--- src/logic/sasq_defines.svh ---
// Overview of operation
// RULE1: Software never converts a digital pin nor drives an analog pin as output.
// RULE2: An analog input pin is digitised only when it is the selected channel.
// RULE3: Unselected analog pins stay analog and are never sampled.
// RULE4: Channel six is comparator common input when both mode-select bits are one.
// RULE5: Comparator enable decides whether channels three to five feed its positive input.
// RULE6: Channel eight's function comes from second pin config and port 7 direction.
// RULE7: Mode register bits 5 to 1 hold rate field and mode field.
// RULE8: Mode register bit 0 powers the comparator, apart from the start bit.
// RULE9: Writing one to mode bit 7 starts conversion; hardware sequences the rest. The code starts only while mode bit 0 is also one.
// RULE10: Software selects exactly one channel at a time.
// RULE11: Each conversion samples for a fixed period, then holds until done.
// RULE12: First trial sets bit 9; kept when comparator says input is at least trial.
// RULE13: Each next lower bit is trialled, kept when input is at least trial.
// RULE14: Trials continue down to and including bit 0.
// RULE15: After ten bits the value is latched into full, high and low results.
// RULE16: The conversion-end interrupt pulses when the result is latched.
// RULE17: Conversions repeat until software clears the start bit, which stops them.
// RULE18: Restart by setting start again; after comparator power-up wait one microsecond.
// RULE19: Software waits one microsecond between comparator enable and start.
// RULE20: To change channel, software rewrites selection then sets start again.
// RULE21: Software clears start before changing mode and channel.
// RULE22: Internal reference needs ten microseconds settling before start, while stopped.
// RULE23: Results read as 16-bit full, upper eight bits, and lower eight bits.
// RULE24: Reset clears all result registers to zero.
// RULE25: Writing channel selection mid-conversion aborts it; restarts if start set.
// RULE26: Comparator decision is one input sampled per trial; trial code is output.
// RULE27: Sample and trial durations are clock counts derived from the rate field.
`ifndef SASQ_DEFINES_SVH
`define SASQ_DEFINES_SVH
`define SASQ_OFF_MODE     12'h000
`define SASQ_OFF_CHSEL    12'h004
`define SASQ_OFF_RES_FULL 12'h008
`define SASQ_OFF_RES_HIGH 12'h00C
`define SASQ_OFF_RES_LOW  12'h010
`define SASQ_OFF_PINCFG0  12'h014
`define SASQ_OFF_PINCFG1  12'h018
`define SASQ_OFF_PDIR2    12'h01C
`define SASQ_OFF_PDIR7    12'h020
`define SASQ_OFF_CMPCTL0  12'h024
`define SASQ_OFF_CMPCTL1  12'h028
`define SASQ_OFF_CMPCTL2  12'h02C
`define SASQ_OFF_STATUS   12'h030
`define SASQ_MODE_START   7
`define SASQ_MODE_RATE_HI 5
`define SASQ_MODE_RATE_LO 3
`define SASQ_MODE_OPM_HI  2
`define SASQ_MODE_OPM_LO  1
`define SASQ_MODE_CMPEN   0
`define SASQ_MODE_VREF    6
`define SASQ_CMP_EN       7
`define SASQ_CMP_MSEL_HI  4
`define SASQ_CMP_MSEL_LO  3
`define SASQ_SAMPLE_BASE  8'h08
`define SASQ_TRIAL_BASE   8'h02
`define SASQ_RES_RESET    16'h0000
`define SASQ_BYTE_RESET   8'h00
`define SASQ_CH_COUNT     9
`define SASQ_SAR_MSB      9
`endif

--- src/logic/sasq_pkg.sv ---
package sasq_pkg;
   typedef enum logic [1:0] {
      SASQ_IDLE,
      SASQ_SAMPLE,
      SASQ_TRIAL
   } sasq_state_e;
   typedef logic [9:0] sasq_code_t;
endpackage : sasq_pkg

--- src/logic/sasq_seq_if.sv ---
`timescale 1ns/1ns
interface sasq_seq_if;
   logic              run;
   logic              abort;
   logic [2:0]        rate;
   logic              cmp_in;
   logic              sampling;
   logic              done;
   sasq_pkg::sasq_code_t code;
   modport ctrl (output run, output abort, output rate, output cmp_in,
                 input sampling, input done, input code);
   modport seq  (input run, input abort, input rate, input cmp_in,
                 output sampling, output done, output code);
endinterface : sasq_seq_if

--- src/logic/sasq_pin_map.sv ---
`timescale 1ns/1ns
`include "sasq_defines.svh"
module sasq_pin_map (
   input  wire logic [7:0] pin_cfg0,
   input  wire logic [7:0] pin_cfg1,
   input  wire logic [7:0] dir2,
   input  wire logic [7:0] dir7,
   input  wire logic [3:0] chan,
   input  wire logic [7:0] cmp_ctl [3],
   output logic      [8:0] analog_en,
   output logic      [8:0] convert_en,
   output logic      [2:0] cmp_plus_en,
   output logic            cmp_common_en
);
   // Configuration bit set marks a pin analog; direction bit set marks input.
   genvar g;
   generate
      for (g = 0; g < `SASQ_CH_COUNT; g++) begin : g_pin
         if (g == 8) begin : g_p7
            assign analog_en[g] = pin_cfg1[0] & dir7[0]; // RULE6
         end else begin : g_p2
            assign analog_en[g] = pin_cfg0[g] & dir2[g];
         end
         assign convert_en[g] = analog_en[g] && (chan == 4'(g)); // RULE2 RULE3
      end
      for (g = 0; g < 3; g++) begin : g_cmp
         // Channels 3,4,5 feed comparators 2,0,1 respectively.
         assign cmp_plus_en[g] = cmp_ctl[g][`SASQ_CMP_EN] & analog_en[(g + 1) % 3 + 3]; // RULE5
      end
   endgenerate
   always_comb begin
      cmp_common_en = 1'b0;
      for (int m = 0; m < 3; m++) begin
         if (cmp_ctl[m][`SASQ_CMP_MSEL_HI] && cmp_ctl[m][`SASQ_CMP_MSEL_LO]) begin
            cmp_common_en = analog_en[6]; // RULE4
         end
      end
   end
endmodule : sasq_pin_map

--- src/logic/sasq_sar_core.sv ---
`timescale 1ns/1ns
`include "sasq_defines.svh"
module sasq_sar_core (
   input  wire logic clk,
   input  wire logic sys_rst,
   sasq_seq_if.seq   bus
);
   sasq_pkg::sasq_state_e state_reg;
   sasq_pkg::sasq_code_t  sar_reg;
   logic [3:0]            bit_reg;
   logic [10:0]           cnt_reg;
   logic [10:0]           sample_len;
   logic [10:0]           trial_len;
   logic                  done_reg;
   // Slower rate codes stretch both phases; a longer trial eases comparator settling.
   assign sample_len = 11'(`SASQ_SAMPLE_BASE) << bus.rate; // RULE27
   assign trial_len  = 11'(`SASQ_TRIAL_BASE) << bus.rate; // RULE27
   always_ff @(posedge clk or posedge sys_rst) begin
      if (sys_rst) begin
         state_reg <= sasq_pkg::SASQ_IDLE;
         sar_reg   <= 10'h000;
         bit_reg   <= 4'h0;
         cnt_reg   <= 11'h000;
         done_reg  <= 1'b0;
      end else begin
         done_reg <= 1'b0;
         if (!bus.run || bus.abort) begin
            state_reg <= sasq_pkg::SASQ_IDLE; // RULE17 RULE25
            cnt_reg   <= 11'h000;
         end else begin
            unique case (state_reg)
               sasq_pkg::SASQ_IDLE: begin
                  state_reg <= sasq_pkg::SASQ_SAMPLE; // RULE9
                  cnt_reg   <= 11'h000;
                  sar_reg   <= 10'h000;
               end
               sasq_pkg::SASQ_SAMPLE: begin
                  cnt_reg <= cnt_reg + 11'h001;
                  if (cnt_reg == sample_len - 11'h001) begin
                     state_reg <= sasq_pkg::SASQ_TRIAL; // RULE11
                     bit_reg   <= 4'(`SASQ_SAR_MSB);
                     sar_reg   <= 10'h200; // RULE12
                     cnt_reg   <= 11'h000;
                  end
               end
               sasq_pkg::SASQ_TRIAL: begin
                  cnt_reg <= cnt_reg + 11'h001;
                  if (cnt_reg == trial_len - 11'h001) begin
                     cnt_reg <= 11'h000;
                     // Equal input lands on the keep side of the decision.
                     if (!bus.cmp_in) begin
                        sar_reg[bit_reg] <= 1'b0; // RULE12 RULE13 RULE26
                     end
                     if (bit_reg == 4'h0) begin
                        done_reg  <= 1'b1; // RULE14 RULE15
                        state_reg <= sasq_pkg::SASQ_SAMPLE; // RULE17
                     end else begin
                        sar_reg[bit_reg - 4'h1] <= 1'b1; // RULE13
                        bit_reg <= bit_reg - 4'h1;
                     end
                  end
               end
            endcase
         end
      end
   end
   assign bus.sampling = (state_reg == sasq_pkg::SASQ_SAMPLE); // RULE11
   assign bus.done     = done_reg;
   assign bus.code     = sar_reg;
endmodule : sasq_sar_core

--- src/logic/sasq_top.sv ---
`timescale 1ns/1ns
`include "sasq_defines.svh"
module sasq_top (
   input  wire logic        clk,
   input  wire logic        sys_rst,
   input  wire logic        psel,
   input  wire logic        penable,
   input  wire logic        pwrite,
   input  wire logic [11:0] paddr,
   input  wire logic [31:0] pwdata,
   output logic      [31:0] prdata,
   output logic             pready,
   output logic             pslverr,
   input  wire logic        cmp_decision,
   output logic      [9:0]  trial_code,
   output logic             sample_hold_n,
   output logic             comparator_power,
   output logic             internal_ref_select,
   output logic             conversion_end_irq,
   output logic      [8:0]  analog_in_en,
   output logic      [8:0]  convert_sel,
   output logic      [2:0]  comparator_plus_en,
   output logic             comparator_common_input
);
   logic [7:0]  converter_mode_reg;
   logic [3:0]  channel_select_reg;
   logic [7:0]  analog_pin_config_0;
   logic [7:0]  analog_pin_config_1;
   logic [7:0]  port2_direction;
   logic [7:0]  port7_direction;
   logic [7:0]  comparator_control_reg [3];
   logic [15:0] conversion_result_full;
   logic [7:0]  conversion_result_high;
   logic [7:0]  conversion_result_low;
   logic        abort_reg;
   logic        cmp_meta_reg;
   logic        cmp_sync_reg;
   logic        wr_en;
   logic        rd_en;
   logic [8:0]  analog_en_w;
   logic [8:0]  convert_en_w;
   logic [2:0]  cmp_plus_w;
   logic        cmp_common_w;
   sasq_seq_if  seq_bus ();

   assign wr_en = psel && penable && pwrite;
   assign rd_en = psel && penable && !pwrite;

   function automatic logic addr_known(input logic [11:0] a);
      addr_known = (a <= `SASQ_OFF_STATUS) && (a[1:0] == 2'b00);
   endfunction : addr_known

   // Comparator output is analog-derived and asynchronous to clk.
   always_ff @(posedge clk or posedge sys_rst) begin
      if (sys_rst) begin
         cmp_meta_reg <= 1'b0;
         cmp_sync_reg <= 1'b0;
      end else begin
         cmp_meta_reg <= cmp_decision;
         cmp_sync_reg <= cmp_meta_reg;
      end
   end

   always_ff @(posedge clk or posedge sys_rst) begin
      if (sys_rst) begin
         converter_mode_reg  <= 8'h00;
         channel_select_reg  <= 4'h0;
         analog_pin_config_0 <= 8'h00;
         analog_pin_config_1 <= 8'h00;
         port2_direction     <= 8'hFF;
         port7_direction     <= 8'hFF;
         comparator_control_reg <= '{8'h00, 8'h00, 8'h00};
         abort_reg           <= 1'b0;
      end else begin
         abort_reg <= 1'b0;
         if (wr_en) begin
            unique case (paddr)
               `SASQ_OFF_MODE:    converter_mode_reg <= pwdata[7:0]; // RULE7 RULE8 RULE9
               `SASQ_OFF_CHSEL: begin
                  channel_select_reg <= pwdata[3:0];
                  abort_reg          <= 1'b1; // RULE25
               end
               `SASQ_OFF_PINCFG0: analog_pin_config_0 <= pwdata[7:0];
               `SASQ_OFF_PINCFG1: analog_pin_config_1 <= pwdata[7:0]; // RULE6
               `SASQ_OFF_PDIR2:   port2_direction <= pwdata[7:0];
               `SASQ_OFF_PDIR7:   port7_direction <= pwdata[7:0]; // RULE6
               `SASQ_OFF_CMPCTL0: comparator_control_reg[0] <= pwdata[7:0];
               `SASQ_OFF_CMPCTL1: comparator_control_reg[1] <= pwdata[7:0];
               `SASQ_OFF_CMPCTL2: comparator_control_reg[2] <= pwdata[7:0];
               default: ;
            endcase
         end
      end
   end

   // Results load together so a reader never sees halves of two conversions.
   always_ff @(posedge clk or posedge sys_rst) begin
      if (sys_rst) begin
         conversion_result_full <= `SASQ_RES_RESET; // RULE24
         conversion_result_high <= `SASQ_BYTE_RESET; // RULE24
         conversion_result_low  <= `SASQ_BYTE_RESET; // RULE24
         conversion_end_irq     <= 1'b0;
      end else begin
         conversion_end_irq <= seq_bus.done; // RULE16
         if (seq_bus.done) begin
            conversion_result_full <= {6'h00, seq_bus.code}; // RULE15 RULE23
            conversion_result_high <= seq_bus.code[9:2]; // RULE23
            conversion_result_low  <= seq_bus.code[7:0]; // RULE23
         end
      end
   end

   always_ff @(posedge clk or posedge sys_rst) begin
      if (sys_rst) begin
         prdata  <= 32'h0000_0000;
         pready  <= 1'b0;
         pslverr <= 1'b0;
      end else begin
         pready  <= psel && !penable;
         pslverr <= psel && !penable && !addr_known(paddr);
         prdata  <= 32'h0000_0000;
         if (psel && !penable && !pwrite) begin
            unique case (paddr)
               `SASQ_OFF_MODE:     prdata <= {24'h000000, converter_mode_reg};
               `SASQ_OFF_CHSEL:    prdata <= {28'h0000000, channel_select_reg};
               `SASQ_OFF_RES_FULL: prdata <= {16'h0000, conversion_result_full};
               `SASQ_OFF_RES_HIGH: prdata <= {24'h000000, conversion_result_high};
               `SASQ_OFF_RES_LOW:  prdata <= {24'h000000, conversion_result_low};
               `SASQ_OFF_PINCFG0:  prdata <= {24'h000000, analog_pin_config_0};
               `SASQ_OFF_PINCFG1:  prdata <= {24'h000000, analog_pin_config_1};
               `SASQ_OFF_PDIR2:    prdata <= {24'h000000, port2_direction};
               `SASQ_OFF_PDIR7:    prdata <= {24'h000000, port7_direction};
               `SASQ_OFF_CMPCTL0:  prdata <= {24'h000000, comparator_control_reg[0]};
               `SASQ_OFF_CMPCTL1:  prdata <= {24'h000000, comparator_control_reg[1]};
               `SASQ_OFF_CMPCTL2:  prdata <= {24'h000000, comparator_control_reg[2]};
               `SASQ_OFF_STATUS:   prdata <= {30'h00000000, seq_bus.sampling,
                                              seq_bus.run};
               default: ;
            endcase
         end
      end
   end

   // A start with the comparator unpowered is held off; settling time is software's job.
   assign seq_bus.run    = converter_mode_reg[`SASQ_MODE_START]
                           && converter_mode_reg[`SASQ_MODE_CMPEN]; // RULE9 RULE17 RULE18
   assign seq_bus.abort  = abort_reg; // RULE25
   assign seq_bus.rate   = converter_mode_reg[`SASQ_MODE_RATE_HI:`SASQ_MODE_RATE_LO]; // RULE7
   assign seq_bus.cmp_in = cmp_sync_reg; // RULE26

   sasq_sar_core u_core (
      .clk     (clk),
      .sys_rst (sys_rst),
      .bus     (seq_bus)
   );

   sasq_pin_map u_pins (
      .pin_cfg0      (analog_pin_config_0),
      .pin_cfg1      (analog_pin_config_1),
      .dir2          (port2_direction),
      .dir7          (port7_direction),
      .chan          (channel_select_reg),
      .cmp_ctl       (comparator_control_reg),
      .analog_en     (analog_en_w),
      .convert_en    (convert_en_w),
      .cmp_plus_en   (cmp_plus_w),
      .cmp_common_en (cmp_common_w)
   );

   always_ff @(posedge clk or posedge sys_rst) begin
      if (sys_rst) begin
         trial_code              <= 10'h000;
         sample_hold_n           <= 1'b0;
         comparator_power        <= 1'b0;
         internal_ref_select     <= 1'b0;
         analog_in_en            <= 9'h000;
         convert_sel             <= 9'h000;
         comparator_plus_en      <= 3'h0;
         comparator_common_input <= 1'b0;
      end else begin
         trial_code              <= seq_bus.code; // RULE26
         sample_hold_n           <= !seq_bus.sampling; // RULE11
         comparator_power        <= converter_mode_reg[`SASQ_MODE_CMPEN]; // RULE8
         internal_ref_select     <= converter_mode_reg[`SASQ_MODE_VREF];
         analog_in_en            <= analog_en_w; // RULE2 RULE3
         convert_sel             <= convert_en_w; // RULE2 RULE3
         comparator_plus_en      <= cmp_plus_w; // RULE5
         comparator_common_input <= cmp_common_w; // RULE4
      end
   end
endmodule : sasq_top

--- config.mk ---
export PLATFORM = sky130hd
export DESIGN_NAME = sasq_top
export DESIGN_NICKNAME = d
export VERILOG_FILES = /design/src/logic/sasq_pkg.sv /design/src/logic/sasq_seq_if.sv /design/src/logic/sasq_pin_map.sv /design/src/logic/sasq_sar_core.sv /design/src/logic/sasq_top.sv
export VERILOG_INCLUDE_DIRS = /design/src /design/src/logic
export SDC_FILE = /design/constraint.sdc
export NUM_CORES = 1
export LEC_CHECK = 0
export BUFFER_PORTS_ARGS = -buffer_cell sky130_fd_sc_hd__clkbuf_2
export CAP_MARGIN = 0
export CORE_UTILIZATION = 49
export CTS_BUF_LIST = sky130_fd_sc_hd__clkbuf_8
export DETAILED_ROUTE_END_ITERATION = 7
export GPL_ROUTABILITY_DRIVEN = 0
export HOLD_SLACK_MARGIN = 0.15
export PLACE_DENSITY = 0.75
export REMOVE_ABC_BUFFERS = 1
export SLEW_MARGIN = 20
export SYNTH_ARGS = -nofsm -noshare
export SYNTH_HDL_FRONTEND = slang
export SYNTH_SLANG_ARGS = --single-unit
--- constraint.sdc ---
create_clock -name clk -period 7.1 [get_ports clk]
set_input_delay 1.065 -clock clk [delete_from_list [all_inputs] [get_ports clk]]
set_output_delay 1.065 -clock clk [all_outputs]
set_load 0.01 [all_outputs]
==> flow_summary.json <==
{
  "status": "complete, no violations",
  "drive_gt1_share_pct": 32.3,
  "drt_first_pass_iters": 5,
  "synthCells": 661,
  "worstPathArrival_ns": 3.81,
  "first_iter_violations": 479,
  "reg2reg_depth": 6,
  "dp_cells": 910,
  "post-cts-setup-buffers": 0,
  "relSlewSlack_pct": 32.5,
  "yosysSeqAreaShare_pct": 51.1,
  "hold_violations": 0,
  "avgRoutedWirePerCell_um": 19.6,
  "routed_wirelength_mm": 18.5,
  "via_per_inst": 6.03,
  "p_per_area_nw_per_um2": 200,
  "synth-edff-count": 0,
  "layout_setup_ws_ns": 3.65,
  "grt_max_degree": 83,
  "synth_ff_type": "dfrtp_1",
  "end_kind": "flip-flop",
  "placed_area_um2": 8100,
  "fin_setup_tns_ns": 0,
  "grt_pass1_wl_mm": 29.9,
  "finalSetupViolCount": 0,
  "finalPower_mw": 1.70,
  "initial_core_util_pct": 50.4,
  "crit_type": "input port to flip-flop",
  "synth_area_um2": 7720,
  "syn_area_per_cell_um2": 11.7,
  "ir_worst_vdd_mv": 0.128,
  "cp_max_fo": 8,
  "instances_no_fill": 942,
  "ys_types": 73,
  "cts_tree": "yes",
  "fmax_mhz": 290,
  "post_cts_resized": 0,
  "die_w_um": 128,
  "diodes": 0,
  "async_reset_ff_share_pct": 100,
  "area_growth_pct": 10.6,
  "vias": 5682,
  "io_pins": 120,
  "port_buffers": 73,
  "track_usage_pct": 24.2,
  "skew_ns": 0.00767,
  "htreeDepth": 4,
  "dp_slack_ns": 3.31,
  "grt_pass1_vias": 5537,
  "worstMarginPinSlew_ns": 1.01,
  "cp.required_ns": 7.46,
  "path_clk_slew_ns": 0.08,
  "worstHoldPathCells": 0,
  "antenna_found_initial": 0,
  "hold_buffers": 0,
  "start_kind": "input port",
  "cts_buffers": 17,
  "core_um2": 15300,
  "grt_setup_unrepaired": "no",
  "die_h_um": 128,
  "drv_cap": 0,
  "fin_crit_sh_pct": 48.6,
  "fin_area_um2": 8540,
  "largest_register_ffs": 24,
  "drcViolationCount": 0,
  "fp.dieArea_um2": 16300,
  "yosys_warnings": 0,
  "hold_path.class": "flip-flop to flip-flop",
  "min_period_ns": 3.45,
  "cts_sinks": 157,
  "cts_root_buf": "clkbuf_8",
  "power.leakage_nw": 3.91,
  "clkLatencyLatePin_ns": 0.48,
  "final_net_count": 776,
  "postRouteAntennaNets": 0,
  "row_count": 45,
  "overflow": 0,
  "clockBufferDepth": 2,
  "dp_hpwl_mm": 12.5,
  "drv_slew": 0,
  "ys_ff_latch": 157
}
layout by cell type, fill, tap and decap left out, types with 4 or more instances in the layout:
cell type / count
dfrtp_1: 141
mux2_2: 86
clkbuf_2: 73
nand2_1: 40
nor2_1: 36
conb_1: 22
nand3_1: 18
a21oi_1: 17
clkbuf_8: 17
inv_1: 16
nor4_1: 16
dfstp_2: 16
o21ai_0: 14
nand2b_1: 13
and3_1: 12
xnor2_1: 11
nor2b_1: 11
and2_1: 11
nor3_1: 8
mux2i_1: 8
ha_1: 8
o31ai_1: 7
or3_1: 6
nor3_2: 6
a31oi_1: 6
mux4_2: 6
a211oi_1: 5
o41ai_1: 5
nor4b_1: 5
a32oi_1: 5
inv_6: 5
xor2_1: 4
a221oi_1: 4
a222oi_1: 4
bufinv_16: 4
synth_stat cells, drive strengths merged (3+ instances only):
| cell type | count | area share (%) |
|---|---|---|
| nor3b | 3 | 0.29 |
| clkbuf | 17 | 0.83 |
| mux2 | 87 | 13 |
| dfrtp | 141 | 46 |
| a221oi | 5 | 0.65 |
| and2 | 11 | 0.89 |
| a222oi | 4 | 0.52 |
| or4 | 3 | 0.34 |
| or3 | 6 | 0.49 |
| mux2i | 8 | 1.0 |
| a32oi | 5 | 0.57 |
| o31ai | 7 | 0.68 |
| nor3 | 15 | 1.5 |
| nand2b | 13 | 1.1 |
| buf | 40 | 3.6 |
| mux4 | 6 | 1.7 |
| o21ai | 15 | 1.0 |
| ha | 8 | 1.3 |
| o41a | 3 | 0.44 |
| xnor2 | 11 | 1.2 |
| xor2 | 4 | 0.45 |
| nor4b | 5 | 0.57 |
| nand3 | 18 | 1.2 |
| o311ai | 3 | 0.44 |
| nor2 | 37 | 1.8 |
| nor2b | 11 | 0.89 |
| and3 | 12 | 0.97 |
| a32o | 3 | 0.39 |
| inv | 17 | 0.83 |
| a31oi | 6 | 0.49 |
| dfstp | 16 | 5.4 |
| a22oi | 3 | 0.29 |
| or2 | 3 | 0.24 |
| nor4 | 17 | 1.5 |
| a211oi | 6 | 0.75 |
| nand2 | 41 | 2.1 |
| a21oi | 18 | 1.2 |
| o41ai | 6 | 0.92 |
per-layer routing:
metal | global-route usage (%) | part of all wire (%)
met1 | 33.2 | 43
met2 | 38.5 | 48
met3 | 4.06 | 6.9
met4 | 9.80 | 2.1
met5 | 0 | 0
final timing paths:
| kind | start | to | slack (ns) |
|---|---|---|---|
| hold / removal | cmp_meta_reg | cmp_sync_reg | 0.36 |
| hold reg to reg | cmp_meta_reg | cmp_sync_reg | 0.36 |
| min in group asynchronous | sys_rst | u_core.cnt_reg[7] | 0.71 |
| max in group asynchronous | sys_rst | converter_mode_reg[1] | 4.98 |
| setup reg to reg | converter_mode_reg[5] | u_core.bit_reg[0] | 3.84 |
| setup / recovery | paddr[1] | converter_mode_reg[5] | 3.65 |
cell type report:
class,count,area [µm²]
fillers,1295,6770
clock buffers,17,234
well taps,211,264
multi-input cells,451,3440
inverters,17,68.8
flip-flops and latches,157,3950
clock inverters,15,209
repair buffers,74,373
stage by stage:
| step | hold slack [ns] | util [%] |
|---|---|---|
| 2_1_floorplan | 0.331 | - |
| 3_3_place_gp | 0.335 | 52.9 |
| 3_5_place_dp | 0.340 | 52.9 |
| 4_1_cts | 0.361 | 55.8 |
| 5_1_grt | 0.385 | 55.8 |
| 6_report | 0.356 | 55.8 |
where the power goes:
group | switching (mW) | leakage [nW] | total (mW) | internal [mW]
Combinational | 0.0463 | 1.57 | 0.0589 | 0.0127
Clock | 0.359 | 0.225 | 0.749 | 0.390
Sequential | 0.00114 | 2.12 | 0.897 | 0.895
logic make-up (layout without fill, tap and decap cells):
logic type      count (synthesis)  in the layout  share of synthesized area [%]
simple gates                  201            201                           14.4
mux                           101            101                           15.5
fa+ha+maj                       8              8                           1.30
xor+xnor                       15             15                           1.70
flops                         157            157                           51.1
compound gates                104            104                           10.7
buf+inv                        74            123                           5.28
other cells                     1             22                         0.0486
critical path, stage by stage:
cell and delay (ns):
clkbuf_2 0.08, nor4_1 0.61, nand2_1 0.34, nor4_2 0.81, nand2_1 0.50, mux2_2 0.41
Power figures use the tool's default switching activity.
